==> src/dtb_consts.vh <==
// constants for the disc tag-and-bus command port
// Overview of operation
// - write-protect on bus-in bit 4; writing while protected sets fault
// - protect from board switch, panel switch, fault or lost motor speed
// - address-mark bit goes high when a mark is found during search
// - index once per revolution from servo, sector zero start, switch suppressible
// - sector marks from servo, count set by switches, switch suppressible
// - head-select tag loads bus-out bits 0-4 as head address; 5,6,9 ignored
// - extended head-select loads bus-out bits 7,8 as cylinder bits 10,11
// - seek beyond maximum legal cylinder sets seek error instead of moving
// - drive status is on bus-in at all times, whether or not head-select or control-select is active
// - control-select routes bus-out to control logic, lines choose operation
// - cylinder-select loads bus-out bits 0-9 and starts a seek
// - status: ready bit 0, on-cylinder 1, seek error 2, fault 3
// - return-to-zero clears seek error unless a drive seek error arrives in the same cycle, seeks cylinder zero, clears addresses
// - write or read gate refused while seek error or fault present
`ifndef DTB_CONSTS_VH
`define DTB_CONSTS_VH
// register byte offsets
`define DTB_REG_CONFIG 8'h00
`define DTB_REG_STATUS 8'h04
`define DTB_REG_ADDR 8'h08
`define DTB_REG_MAXCYL 8'h0C
`define DTB_REG_IRQ_STAT 8'h10
`define DTB_REG_IRQ_CLR 8'h14
`define DTB_REG_IRQ_EN 8'h18
// config fields
`define DTB_CFG_EXT_BIT 0
`define DTB_CFG_IDX_OFF_BIT 1
`define DTB_CFG_SEC_OFF_BIT 2
`define DTB_CFG_PROT_BIT 3
`define DTB_CFG_SPS_LSB 8
`define DTB_CFG_SPS_MSB 15
`define DTB_CFG_RESET 32'h0000_0400
`define DTB_MAXCYL_RESET 12'h662
// bus-out control lines under control select
`define DTB_CTL_WGATE 0
`define DTB_CTL_RGATE 1
`define DTB_CTL_OFS_P 2
`define DTB_CTL_OFS_M 3
`define DTB_CTL_FCLR 4
`define DTB_CTL_AMEN 5
`define DTB_CTL_RTZ 6
`define DTB_CTL_EARLY 7
`define DTB_CTL_LATE 8
`define DTB_CTL_REL 9
// interrupt event bits
`define DTB_EV_SEEK 0
`define DTB_EV_SEEKERR 1
`define DTB_EV_FAULT 2
`define DTB_EV_AMARK 3
`define DTB_EV_INDEX 4
`define DTB_EV_W 5
// axi responses
`define DTB_RESP_OKAY 2'h0
`define DTB_RESP_SLVERR 2'h2
`endif

==> src/dtb_sync.v <==
// two-flop synchroniser for tag and bus-out lines
`timescale 1ns/1ns
`default_nettype none
module dtb_sync #(
	parameter W = 1
) (
	// clock and reset
	input wire aclk,
	input wire aresetn,
	// raw and synchronised lines
	input wire [W-1:0] d,
	output reg [W-1:0] q
);
	reg [W-1:0] meta_q;

	// first stage feeds only the second
	always @(posedge aclk) begin
		if (!aresetn) begin
			meta_q <= {W{1'b0}};
			q <= {W{1'b0}};
		end else begin
			meta_q <= d;
			q <= meta_q;
		end
	end
endmodule // dtb_sync
`default_nettype wire

==> src/dtb_port.v <==
// drive-side tag and bus command port with axi4-lite register access
//
// Decided for this implementation: the placing of the registers and the AXI4-Lite interface to the registers.
`timescale 1ns/1ns
`default_nettype none
`include "dtb_consts.vh"
module dtb_port (
	// clock and reset
	input wire aclk,
	input wire aresetn,
	// controller tag and bus lines
	input wire tag_cyl,
	input wire tag_head,
	input wire tag_ctl,
	input wire [9:0] bus_out,
	output reg [7:0] bus_in_q,
	// drive side
	input wire panel_protect_sw,
	input wire motor_speed_ok,
	input wire first_seek_ok,
	input wire on_cylinder,
	input wire fault_in,
	input wire seek_error_in,
	input wire servo_index,
	input wire servo_slot,
	input wire amark_found,
	output reg seek_start_q,
	output reg [11:0] seek_cyl_q,
	output reg [4:0] head_q,
	output reg write_gate_q,
	output reg read_gate_q,
	output reg amark_enable_q,
	output reg offset_plus_q,
	output reg offset_minus_q,
	output reg strobe_early_q,
	output reg strobe_late_q,
	output reg release_q,
	// axi4-lite slave
	input wire [7:0] s_awaddr,
	input wire s_awvalid,
	output reg s_awready,
	input wire [31:0] s_wdata,
	input wire [3:0] s_wstrb,
	input wire s_wvalid,
	output reg s_wready,
	output reg [1:0] s_bresp,
	output reg s_bvalid,
	input wire s_bready,
	input wire [7:0] s_araddr,
	input wire s_arvalid,
	output reg s_arready,
	output reg [31:0] s_rdata,
	output reg [1:0] s_rresp,
	output reg s_rvalid,
	input wire s_rready,
	// interrupt
	output reg irq_q
);
	// byte-lane merge for register writes
	function [31:0] merge;
		input [31:0] old;
		input [31:0] nw;
		input [3:0] strb;
		integer i;
		begin
			merge = old;
			for (i = 0; i < 4; i = i + 1)
				if (strb[i])
					merge[i*8 +: 8] = nw[i*8 +: 8];
		end
	endfunction

	// known register offsets
	function known;
		input [7:0] a;
		begin
			known = (a == `DTB_REG_CONFIG) || (a == `DTB_REG_STATUS) ||
				(a == `DTB_REG_ADDR) || (a == `DTB_REG_MAXCYL) ||
				(a == `DTB_REG_IRQ_STAT) || (a == `DTB_REG_IRQ_CLR) ||
				(a == `DTB_REG_IRQ_EN);
		end
	endfunction

	wire [12:0] sync_q;
	reg [2:0] tag_d_q;
	reg [31:0] cfg_q;
	reg [11:0] maxcyl_q;
	reg [11:0] cyl_q;
	reg seekerr_q;
	reg fault_q;
	reg amark_q;
	reg index_q;
	reg sector_q;
	reg [7:0] slot_cnt_q;
	reg [`DTB_EV_W-1:0] irq_stat_q;
	reg [`DTB_EV_W-1:0] irq_en_q;
	reg [`DTB_EV_W-1:0] ev;
	reg aw_have_q;
	reg w_have_q;
	reg [7:0] awaddr_q;
	reg [31:0] wdata_q;
	reg [3:0] wstrb_q;

	// tags and bus-out pass two flops before any logic sees them
	dtb_sync #(.W(13)) u_sync (
		.aclk(aclk),
		.aresetn(aresetn),
		.d({tag_ctl, tag_head, tag_cyl, bus_out}),
		.q(sync_q)
	);

	wire [9:0] bus_s = sync_q[9:0];
	wire cyl_s = sync_q[10];
	wire head_s = sync_q[11];
	wire ctl_s = sync_q[12];
	wire cyl_rise = cyl_s & ~tag_d_q[0];
	wire head_rise = head_s & ~tag_d_q[1];
	wire ctl_rise = ctl_s & ~tag_d_q[2];
	wire ext_mode = cfg_q[`DTB_CFG_EXT_BIT];
	wire [7:0] sps = cfg_q[`DTB_CFG_SPS_MSB:`DTB_CFG_SPS_LSB];

	// write protection sources
	wire protect = cfg_q[`DTB_CFG_PROT_BIT] | panel_protect_sw | fault_q |
		~motor_speed_ok;
	wire unit_ready = motor_speed_ok & first_seek_ok & ~fault_q;
	// seek target: high bits come from the last extended head-select, and only in extended mode
	wire [11:0] target = ext_mode ? {cyl_q[11:10], bus_s} : {2'h0, bus_s};
	wire bad_cyl = target > maxcyl_q;
	wire ctl_go = ctl_s;
	wire blocked = seekerr_q | fault_q;
	wire want_wr = ctl_go & bus_s[`DTB_CTL_WGATE];
	wire want_rd = ctl_go & bus_s[`DTB_CTL_RGATE];
	wire wr_prot_hit = want_wr & protect;
	wire rtz = ctl_rise & bus_s[`DTB_CTL_RTZ];
	wire am_search = read_gate_q & amark_enable_q;
	wire seekerr_set = (cyl_rise & bad_cyl & ~rtz) | seek_error_in;
	wire [31:0] maxcyl_wr = merge({20'h0, maxcyl_q}, wdata_q, wstrb_q);

	// status word, same for every tag held
	wire [7:0] status_word = {sector_q, index_q, amark_q, protect, fault_q,
		seekerr_q, on_cylinder, unit_ready};

	// tag edge history from the synchronised lines
	always @(posedge aclk) begin
		if (!aresetn)
			tag_d_q <= 3'h0;
		else
			tag_d_q <= {ctl_s, head_s, cyl_s};
	end

	// head and cylinder address capture and seek start
	always @(posedge aclk) begin
		if (!aresetn) begin
			head_q <= 5'h00;
			cyl_q <= 12'h000;
			seek_cyl_q <= 12'h000;
			seek_start_q <= 1'b0;
			seekerr_q <= 1'b0;
		end else begin
			seek_start_q <= 1'b0;
			if (rtz) begin
				head_q <= 5'h00;
				cyl_q <= 12'h000;
				seek_cyl_q <= 12'h000;
				seek_start_q <= 1'b1;
				seekerr_q <= 1'b0;
			end else begin
				if (head_rise) begin
					head_q <= bus_s[4:0];
					if (ext_mode)
						cyl_q[11:10] <= bus_s[8:7];
				end
				if (cyl_rise) begin
					cyl_q[9:0] <= bus_s;
					if (!ext_mode)
						cyl_q[11:10] <= 2'h0;
					if (!bad_cyl) begin
						seek_cyl_q <= target;
						seek_start_q <= 1'b1;
					end
				end
			end
			// a drive seek error arriving with a return-to-zero still sticks: set wins
			if (seekerr_set)
				seekerr_q <= 1'b1;
		end
	end

	// fault latch: set wins, clear only once the cause has gone
	always @(posedge aclk) begin
		if (!aresetn)
			fault_q <= 1'b0;
		else if (fault_in || wr_prot_hit)
			fault_q <= 1'b1;
		else if (ctl_rise && bus_s[`DTB_CTL_FCLR])
			fault_q <= 1'b0;
	end

	// control-select operations; gates are levels held with the tag
	always @(posedge aclk) begin
		if (!aresetn) begin
			write_gate_q <= 1'b0;
			read_gate_q <= 1'b0;
			amark_enable_q <= 1'b0;
			offset_plus_q <= 1'b0;
			offset_minus_q <= 1'b0;
			strobe_early_q <= 1'b0;
			strobe_late_q <= 1'b0;
			release_q <= 1'b0;
		end else begin
			write_gate_q <= want_wr & ~blocked & ~protect;
			read_gate_q <= want_rd & ~blocked;
			amark_enable_q <= ctl_go & bus_s[`DTB_CTL_AMEN];
			offset_plus_q <= ctl_go & bus_s[`DTB_CTL_OFS_P];
			offset_minus_q <= ctl_go & bus_s[`DTB_CTL_OFS_M];
			strobe_early_q <= ctl_go & bus_s[`DTB_CTL_EARLY];
			strobe_late_q <= ctl_go & bus_s[`DTB_CTL_LATE];
			release_q <= ctl_rise & bus_s[`DTB_CTL_REL];
		end
	end

	// address mark: found during search sets it, ending the search clears it
	always @(posedge aclk) begin
		if (!aresetn)
			amark_q <= 1'b0;
		else if (am_search && amark_found)
			amark_q <= 1'b1;
		else if (!am_search)
			amark_q <= 1'b0;
	end

	// index and sector marks from servo timing; index restarts the count
	always @(posedge aclk) begin
		if (!aresetn) begin
			index_q <= 1'b0;
			sector_q <= 1'b0;
			slot_cnt_q <= 8'h00;
		end else begin
			index_q <= servo_index & ~cfg_q[`DTB_CFG_IDX_OFF_BIT];
			sector_q <= 1'b0;
			if (servo_index) begin
				slot_cnt_q <= 8'h00;
				sector_q <= ~cfg_q[`DTB_CFG_SEC_OFF_BIT];
			end else if (servo_slot) begin
				if (slot_cnt_q >= sps - 8'h01) begin
					slot_cnt_q <= 8'h00;
					sector_q <= ~cfg_q[`DTB_CFG_SEC_OFF_BIT];
				end else begin
					slot_cnt_q <= slot_cnt_q + 8'h01;
				end
			end
		end
	end

	// bus-in always carries the drive status word
	always @(posedge aclk) begin
		if (!aresetn)
			bus_in_q <= 8'h00;
		else
			bus_in_q <= status_word;
	end

	// interrupt events
	always @* begin
		ev = {`DTB_EV_W{1'b0}};
		ev[`DTB_EV_SEEK] = seek_start_q;
		ev[`DTB_EV_SEEKERR] = seekerr_set;
		ev[`DTB_EV_FAULT] = fault_in | wr_prot_hit;
		ev[`DTB_EV_AMARK] = am_search & amark_found;
		ev[`DTB_EV_INDEX] = servo_index;
	end

	// axi write channel: address and data may come in either order
	always @(posedge aclk) begin
		if (!aresetn) begin
			aw_have_q <= 1'b0;
			w_have_q <= 1'b0;
			awaddr_q <= 8'h00;
			wdata_q <= 32'h0000_0000;
			wstrb_q <= 4'h0;
			s_awready <= 1'b0;
			s_wready <= 1'b0;
			s_bvalid <= 1'b0;
			s_bresp <= `DTB_RESP_OKAY;
			cfg_q <= `DTB_CFG_RESET;
			maxcyl_q <= `DTB_MAXCYL_RESET;
			irq_en_q <= {`DTB_EV_W{1'b0}};
			irq_stat_q <= {`DTB_EV_W{1'b0}};
		end else begin
			s_awready <= ~aw_have_q & ~(s_awvalid & s_awready) & ~s_bvalid;
			s_wready <= ~w_have_q & ~(s_wvalid & s_wready) & ~s_bvalid;
			if (s_awvalid && s_awready) begin
				aw_have_q <= 1'b1;
				awaddr_q <= s_awaddr;
			end
			if (s_wvalid && s_wready) begin
				w_have_q <= 1'b1;
				wdata_q <= s_wdata;
				wstrb_q <= s_wstrb;
			end
			if (s_bvalid && s_bready)
				s_bvalid <= 1'b0;
			// clear first so a same-cycle event still lands
			if (aw_have_q && w_have_q && !s_bvalid) begin
				aw_have_q <= 1'b0;
				w_have_q <= 1'b0;
				s_bvalid <= 1'b1;
				s_bresp <= known(awaddr_q) ? `DTB_RESP_OKAY : `DTB_RESP_SLVERR;
				if (awaddr_q == `DTB_REG_CONFIG)
					cfg_q <= merge(cfg_q, wdata_q, wstrb_q);
				else if (awaddr_q == `DTB_REG_MAXCYL)
					maxcyl_q <= maxcyl_wr[11:0];
				else if (awaddr_q == `DTB_REG_IRQ_EN)
					irq_en_q <= wdata_q[`DTB_EV_W-1:0];
				if (awaddr_q == `DTB_REG_IRQ_CLR)
					irq_stat_q <= (irq_stat_q & ~wdata_q[`DTB_EV_W-1:0]) | ev;
				else
					irq_stat_q <= irq_stat_q | ev;
			end else begin
				irq_stat_q <= irq_stat_q | ev;
			end
		end
	end

	// axi read channel: data one cycle after the address is taken
	always @(posedge aclk) begin
		if (!aresetn) begin
			s_arready <= 1'b0;
			s_rvalid <= 1'b0;
			s_rdata <= 32'h0000_0000;
			s_rresp <= `DTB_RESP_OKAY;
		end else begin
			s_arready <= ~s_rvalid & ~(s_arvalid & s_arready);
			if (s_arvalid && s_arready) begin
				s_rvalid <= 1'b1;
				s_rresp <= known(s_araddr) ? `DTB_RESP_OKAY : `DTB_RESP_SLVERR;
				if (s_araddr == `DTB_REG_CONFIG)
					s_rdata <= cfg_q;
				else if (s_araddr == `DTB_REG_STATUS)
					s_rdata <= {24'h0, status_word};
				else if (s_araddr == `DTB_REG_ADDR)
					s_rdata <= {11'h0, head_q, 4'h0, cyl_q};
				else if (s_araddr == `DTB_REG_MAXCYL)
					s_rdata <= {20'h0, maxcyl_q};
				else if (s_araddr == `DTB_REG_IRQ_STAT)
					s_rdata <= {27'h0, irq_stat_q};
				else if (s_araddr == `DTB_REG_IRQ_EN)
					s_rdata <= {27'h0, irq_en_q};
				else
					s_rdata <= 32'h0000_0000;
			end else if (s_rvalid && s_rready) begin
				s_rvalid <= 1'b0;
			end
		end
	end

	// level interrupt while any enabled status bit is set
	always @(posedge aclk) begin
		if (!aresetn)
			irq_q <= 1'b0;
		else
			irq_q <= |(irq_stat_q & irq_en_q);
	end
endmodule // dtb_port
`default_nettype wire

==> config.mk <==
export PLATFORM = sky130hd
export DESIGN_NAME = dtb_port
export DESIGN_NICKNAME = d
export VERILOG_FILES = /design/src/dtb_sync.v /design/src/dtb_port.v
export VERILOG_INCLUDE_DIRS = /design/src
export SDC_FILE = /design/constraint.sdc
export NUM_CORES = 1
export LEC_CHECK = 0
export ABC_CLOCK_PERIOD_IN_PS = 2390
export CORE_AREA = 2 2 137 139
export CTS_CLUSTER_DIAMETER = 200
export CTS_CLUSTER_SIZE = 30
export DETAILED_ROUTE_END_ITERATION = 7
export DIE_AREA = 0 0 139 141
export DONT_BUFFER_PORTS = 1
export PLACE_DENSITY = 0.73
export SYNTH_ARGS = -nofsm -noshare
export SYNTH_HDL_FRONTEND = slang
export SYNTH_SLANG_ARGS = --single-unit
export TNS_END_PERCENT = 5
==> constraint.sdc <==
create_clock -name aclk -period 2.39 [get_ports aclk]
set_clock_uncertainty 0.15 [all_clocks]
set_input_delay 0.239 -clock aclk [delete_from_list [all_inputs] [get_ports aclk]]
set_output_delay 0.239 -clock aclk [all_outputs]
set_load 0.005 [all_outputs]
==> flow_summary.yaml, run 1 <==
drt:
  vias: 7425
  drt_drc_violations_left: 0
  wl_per_cell_um: 18.68
  drt-initial-drc-count: 625
  dr.pass1.iters: 5
  ant_nets: 0
  avgViaCountPerCell: 5.595
  wl_um: 24790
cts:
  numCtsBuffers: 11
  clk_pin_slew_ps: 110
  cts_buffer_depth: 3
  root_buffer: "clkbuf_16"
  cts_tree: "built"
  clk_latency_ps: 480
  clock_sinks: 228
  cts_max_level: 1
logic_synthesis:
  synth_area_leader_cell: "dfxtp_1"
  synth-compound-area-share_pct: 13.67
  synth-edff-count: 0
  synth_adder_area_share_pct: 3.106
  yosys.area_share.simple_pct: 21.62
  ys_async_sr_fraction_pct: 0
  synth_ff_type: "dfxtp_1"
  ys_top_cells_by_area: "dfxtp_1 52%, nand2_1 9.3%, a21oi_1 6.8%, and2_1 3.2%, ha_1 3.1%"
  synth_seq_cells: 228
  syn_area_per_cell_um2: 8.969
  synth_mux_area_share_pct: 5.225
  synth_top_family_by_area: "simple AND/OR/NAND/NOR gates"
  ys_types: 54
  synth_cells: 988
  synth_seq_area_share_pct: 51.51
  syn-cell-area_um2: 8861
  synth_top_area_share_pct: 51.51
  synth_xor_area_share_pct: 1.285
  yosysWarnings: 0
cells_and_area:
  ff_latch_area_um2: 4569
  syn_to_final_growth_pct: 20.62
  final_nets: 1197
  n_antenna_cell: 0
  fillers: 1521
  drive_gt1_share_pct: 9.332
  multiInputGateArea_um2: 4059
placed_design:
  io_buffers: 0
  place_congestion: 0.9080
  dp_hpwl_um: 16290
critical_path:
  worstReg2RegStart: "cfg_q[11]"
  worst_ep_required_time_ps: 2670
  cp-startpoint: "cfg_q[11]"
  cp-end-kind: "flip-flop"
  criticalPathCategory: "reg2reg"
  start_kind: "flip-flop"
  cp.arrival_ps: 2760
  worst-path-max-fanout: 8
power:
  ir_worst_vdd_uv: 456.3
  p_leak_uw: 0.004191
  p_per_area_nw_per_um2: 609.8
  power_uw: 6517
timing:
  timing.final.crit_share_pct: 103.8
  rsz0062_at_grt: "true"
  worst_slack_ps: -90.94
  fin_crit_ps: 2481
  whs_ps: -1.439
  final-setup-viol-count: 9
  worst_slew_pin_slew_ps: 1246
  maxSlewViolCount: 0
  slew_headroom_pct: 16.65
  fmax_mhz: 403.1
  hold_viol_final: 1
grt:
  grt_max_degree: 91
  track_usage_pct: 24.48
  grt_overflow: 0
  grt_first_pass_wirelength_um: 38670
  grt_antenna_before_repair: 0
  grt_pass1_vias: 7205
run_status:
  status: "complete, but fails checks"
  failed_checks: "hold timing, setup timing"
floorplan:
  io_pins: 157
  start_util_pct: 48.51
  core_area_um2: 18270
  fp.dieArea_um2: 19600
  dieHeight_um: 141
  row_count: 50
  die_x_um: 139
run:
  drv_cap: 0
worst_hold_path:
  hold_start: "s_araddr[3]"
  hold_path.class: "in2reg"
## registers in the layout, summed over array words and instances, names as in the netlist, 3 cells and up
signal,flops
awaddr_q,8
bus_in_q,8
cfg_q,32
cyl_q,12
head_q,5
irq_en_q,5
irq_stat_q,5
maxcyl_q,12
s_rdata,32
seek_cyl_q,12
slot_cnt_q,8
tag_d_q,3
u_sync.meta_q,13
u_sync.q,13
wdata_q,32
wstrb_q,4
## routing by layer
metal	share of wire, %	wire length, um	vias up	global-route usage [%]
li1	-	-	3570	-
met1	42	10390	3497	31.69
met2	48	11830	295	41.53
met3	7.0	1736	63	4.212
met4	3.4	836	0	8.612
met5	0	0	-	0
## per-stage QoR
step | setup slack [ps] | utilization [%] | instance area, um^2 | std cells | TNS, ps
floorplan | 0.4301 | - | 8865 | 989 | 0
global placement | -135.9 | 50.82 | 9283 | 1212 | -1408
detailed placement | -272.6 | 50.82 | 9283 | 1212 | -3107
CTS | -5.456 | 58.28 | 10650 | 1326 | -12.70
global route | -175.0 | 58.51 | 10690 | 1327 | -1490
finish | -90.94 | 58.51 | 10690 | 1327 | -687.9
## layout by cell type (no fill, tap or decap), types with 16 or more instances in the layout
cell           count
dfxtp_1          224
nand2_1          220
a21oi_1          121
dlygate4sd3_1    100
nor2_1            52
buf_4             45
and2_1            42
mux2i_1           26
ha_1              22
and3_1            20
inv_1             19
a22o_1            17
nand3_1           16
## cell families (layout without fill, tap and decap cells)
kind of cell,count (synthesis),after routing
multiplexers,41,41
adder cells (fa/ha/maj),22,22
buffers and inverters,76,180
XOR/XNOR,13,13
AND/OR/NAND/NOR,410,410
flip-flops,228,228
other,1,2
AO/OA/AOI/OAI,197,197
## where the power goes
part | switching [uW] | internal (uW)
sequential | 78.9 | 3890
clock | 1190 | 851
combinational | 260 | 241
## worst paths after layout
kind                   endpoint  slack, ps  depth (start not counted)
hold / removal      s_rdata[18]         -1                          3
setup reg to reg  slot_cnt_q[4]        -90                          9
hold reg to reg     u_sync.q[6]        300                          1
setup / recovery  slot_cnt_q[4]        -90                          9
## synth_stat cells, drive strengths merged, types with 8 or more instances
cell type	n
a21oi	121
a221o	13
a22o	17
and2	45
and3	20
buf	15
clkbuf	41
dfxtp	228
ha	22
inv	20
mux2	12
mux2i	26
nand2	220
nand2b	8
nand3	16
nor2	58
nor3	14
o21ai	13
xnor2	8
## area by class of cell
cell class                 count  share of cell area, %
sequential                   228                  42.75
multi-input combinational    685                  37.98
timing repair buffer         148                  13.09
tap                          234                  2.739
clock buffer                  11                  2.575
inverter                      20                 0.7141
clock inverter                 1                 0.1522
## worst max-delay path: stages (launching register included)
cell and delay, ps:
dfxtp_2 330, or4_4 550, nor2_4 110, xnor2_1 90
ha_1 350, a211oi_2 260, o211a_1 200, o211ai_1 100
buf_4 190, nor2_2 110
## what timing repair did
action	in CTS	in global routing
setup endpoints to repair	21	26
setup buffers	1	1
pin swaps	2	7
hold buffers	101	0
endpoints found under the hold margin	133	0
resized for setup	8	15
Power figures use the tool's default switching activity.
==> run 2, diff against run 1 <==
--- a/config.mk
+++ b/config.mk
@@ -6,14 +6,14 @@
 export SDC_FILE = /design/constraint.sdc
 export NUM_CORES = 1
 export LEC_CHECK = 0
-export ABC_CLOCK_PERIOD_IN_PS = 2390
+export ABC_CLOCK_PERIOD_IN_PS = 3000
 export CORE_AREA = 2 2 137 139
 export CTS_CLUSTER_DIAMETER = 200
 export CTS_CLUSTER_SIZE = 30
 export DETAILED_ROUTE_END_ITERATION = 7
 export DIE_AREA = 0 0 139 141
 export DONT_BUFFER_PORTS = 1
-export PLACE_DENSITY = 0.73
+export PLACE_DENSITY = 0.71
 export SYNTH_ARGS = -nofsm -noshare
 export SYNTH_HDL_FRONTEND = slang
 export SYNTH_SLANG_ARGS = --single-unit
==> constraint.sdc (replaced) <==
create_clock -name aclk -period 3 [get_ports aclk]
set_clock_uncertainty 0.15 [all_clocks]
set_input_delay 0.3 -clock aclk [delete_from_list [all_inputs] [get_ports aclk]]
set_output_delay 0.3 -clock aclk [all_outputs]
set_load 0.005 [all_outputs]
==> run 2 against run 1 <==
  * First-iteration DRC count down 26%
  * Cell area down 5.4%
  * Cell count down 4.4%
  * Power down 21%
  * Global-route usage down 1.7 points
  * Fmax down 14%
  * Non-clock buffer count down 58
  * The flow now finishes without violations
  * Via count down 5.1%
  * Combinational power down 31%
  * Clock power down 21%
  * Wire length down 7.5%
==> flow_summary.yaml, run 2 (synthesis results as in run 1) <==
cts:
  cts_tree: "built"
  cts_resized: 0
  root_buffer: "clkbuf_16"
  clk_latency_ps: 470
  clk_pin_slew_ps: 110
  cts_max_level: 1
  cts_setup_buffers: 0
  cts_buffer_depth: 3
  clock_sinks: 228
  cts_hold_buf: 79
  numCtsBuffers: 11
timing:
  timing.final.crit_share_pct: 96.30
  maxSlewViolCount: 0
  slew_headroom_pct: 21.17
  fmax_mhz: 346.1
  whs_ps: 13.42
  fin_crit_ps: 2889
  final-setup-viol-count: 0
  tns_ps: 0
  rsz0062_at_grt: "false"
  worst_slew_pin_slew_ps: 1180
  hold_viol_final: 0
cells_and_area:
  syn_to_final_growth_pct: 14.06
  final_cell_mix: "228 x dfxtp_1, 220 x nand2_1, 121 x a21oi_1"
  instances_no_fill: 1269
  n_antenna_cell: 0
  reg_top3: "cfg_q (32), s_rdata (32), wdata_q (32)"
  final_util_pct: 55.33
  fillers: 1653
  fin_area_um2: 10110
  layout_commonest_cell: "dfxtp_1"
  drive_gt1_share_pct: 4.638
  final_nets: 1139
drt:
  routed-wl-met2_um: 10700
  dr.max_layer_used: "met4"
  wl_per_cell_um: 18.08
  wl_um: 22940
  drt-met1-wl_um: 9972
  avgViaCountPerCell: 5.552
  dr.pass1.iters: 5
  vias: 7046
  ant_nets: 0
  drt_drc_violations_left: 0
  drt-initial-drc-count: 461
  wl_met3_um: 1844
critical_path:
  reg2reg_depth: 6
  rr_endpoint: "maxcyl_q[5]"
  cp.arrival_ps: 3110
  worst-path-max-fanout: 8
  worstReg2RegStart: "awaddr_q[0]"
  cp-end-kind: "flip-flop"
  worst_ep_required_time_ps: 3220
  criticalPathCategory: "reg2reg"
  start_kind: "flip-flop"
  r2r_slack_ps: 110
placed_design:
  dp_hpwl_um: 15330
  place_inst: 1178
  io_buffers: 0
  dpl-instance-area_um2: 9015
  place_congestion: 0.8656
worst_hold_path:
  holdPathEnd: "s_rdata[3]"
  hold_depth: 3
  hold_path.class: "in2reg"
  hold_start: "s_araddr[3]"
power:
  p_per_area_nw_per_um2: 506.9
  p_leak_uw: 0.003862
  ir_worst_vdd_uv: 422.0
floorplan:
  start_util_pct: 48.51
  core_area_um2: 18270
  row_count: 50
  die_x_um: 139
  fp.dieArea_um2: 19600
  io_pins: 157
  dieHeight_um: 141
grt:
  grt_pass1_vias: 6639
  grt_max_degree: 116
  track_usage_pct: 22.83
  grt_overflow: 0
  grt_first_pass_wirelength_um: 36180
  grt_antenna_before_repair: 0
run_status:
  status: "completed"
run:
  drv_cap: 0
==> run 2: changes by cell type in the layout (fill, tap and decap cells not counted), moves of 2 or more <==
cell,delta
and2_1,+3
and2_2,-3
buf_4,-35
dfxtp_1,+4
dfxtp_2,-4
dlygate4sd3_1,-22
nor2_1,+6
nor2_2,-4
nor2_4,-2
==> run 2: area by class of cell <==
class                      instances  area (um^2)  area share, %
clock inverter                     1        16.27         0.1609
sequential                       228         4564          45.16
clock buffer                      11        275.3          2.723
inverter                          20        76.32         0.7551
multi-input combinational        685         3986          39.44
timing repair buffer              90        895.9          8.864
tap                              234        292.8          2.897
==> run 2: worst max path at each step <==
stage,from,end,slack (ps),cells past startpoint
after floorplan,cfg_q[10],slot_cnt_q[0],600,8
final,awaddr_q[0],maxcyl_q[5],110,6
after detailed placement,cfg_q[10],slot_cnt_q[4],370,8
after global placement,cfg_q[10],slot_cnt_q[2],390,8
after global routing,awaddr_q[0],maxcyl_q[5],5,6
after CTS,awaddr_q[0],maxcyl_q[5],170,6
==> run 2: metal layers <==
layer | up-vias | track usage, %
met5 | - | 0
met4 | 0 | 5.423
met3 | 32 | 4.280
met2 | 259 | 38.19
met1 | 3288 | 30.82
li1 | 3467 | -
==> run 2: critical path, cell delays in order, from the launching register on <==
cell           delay (ps)
dfxtp_1               330
or4_4                 570
nor3_4                280
nand3_1               520
mux2i_1               310
nand2_1                70
dlygate4sd3_1         560
==> run 2: per-stage QoR <==
stage / power [uW] / setup WS [ps]
after global placement: 3478 / 386.0
after CTS: 5149 / 165.6
final: 5123 / 110.9
after detailed placement: 3483 / 368.7
after floorplan: 3424 / 595.5
after global routing: 5317 / 4.791
==> run 2: power by group <==
group | switching [uW] | internal (uW) | leakage, uW
clock network | 929 | 678 | 0.000142
registers | 69.6 | 3100 | 0.00185
logic | 185 | 160 | 0.00187
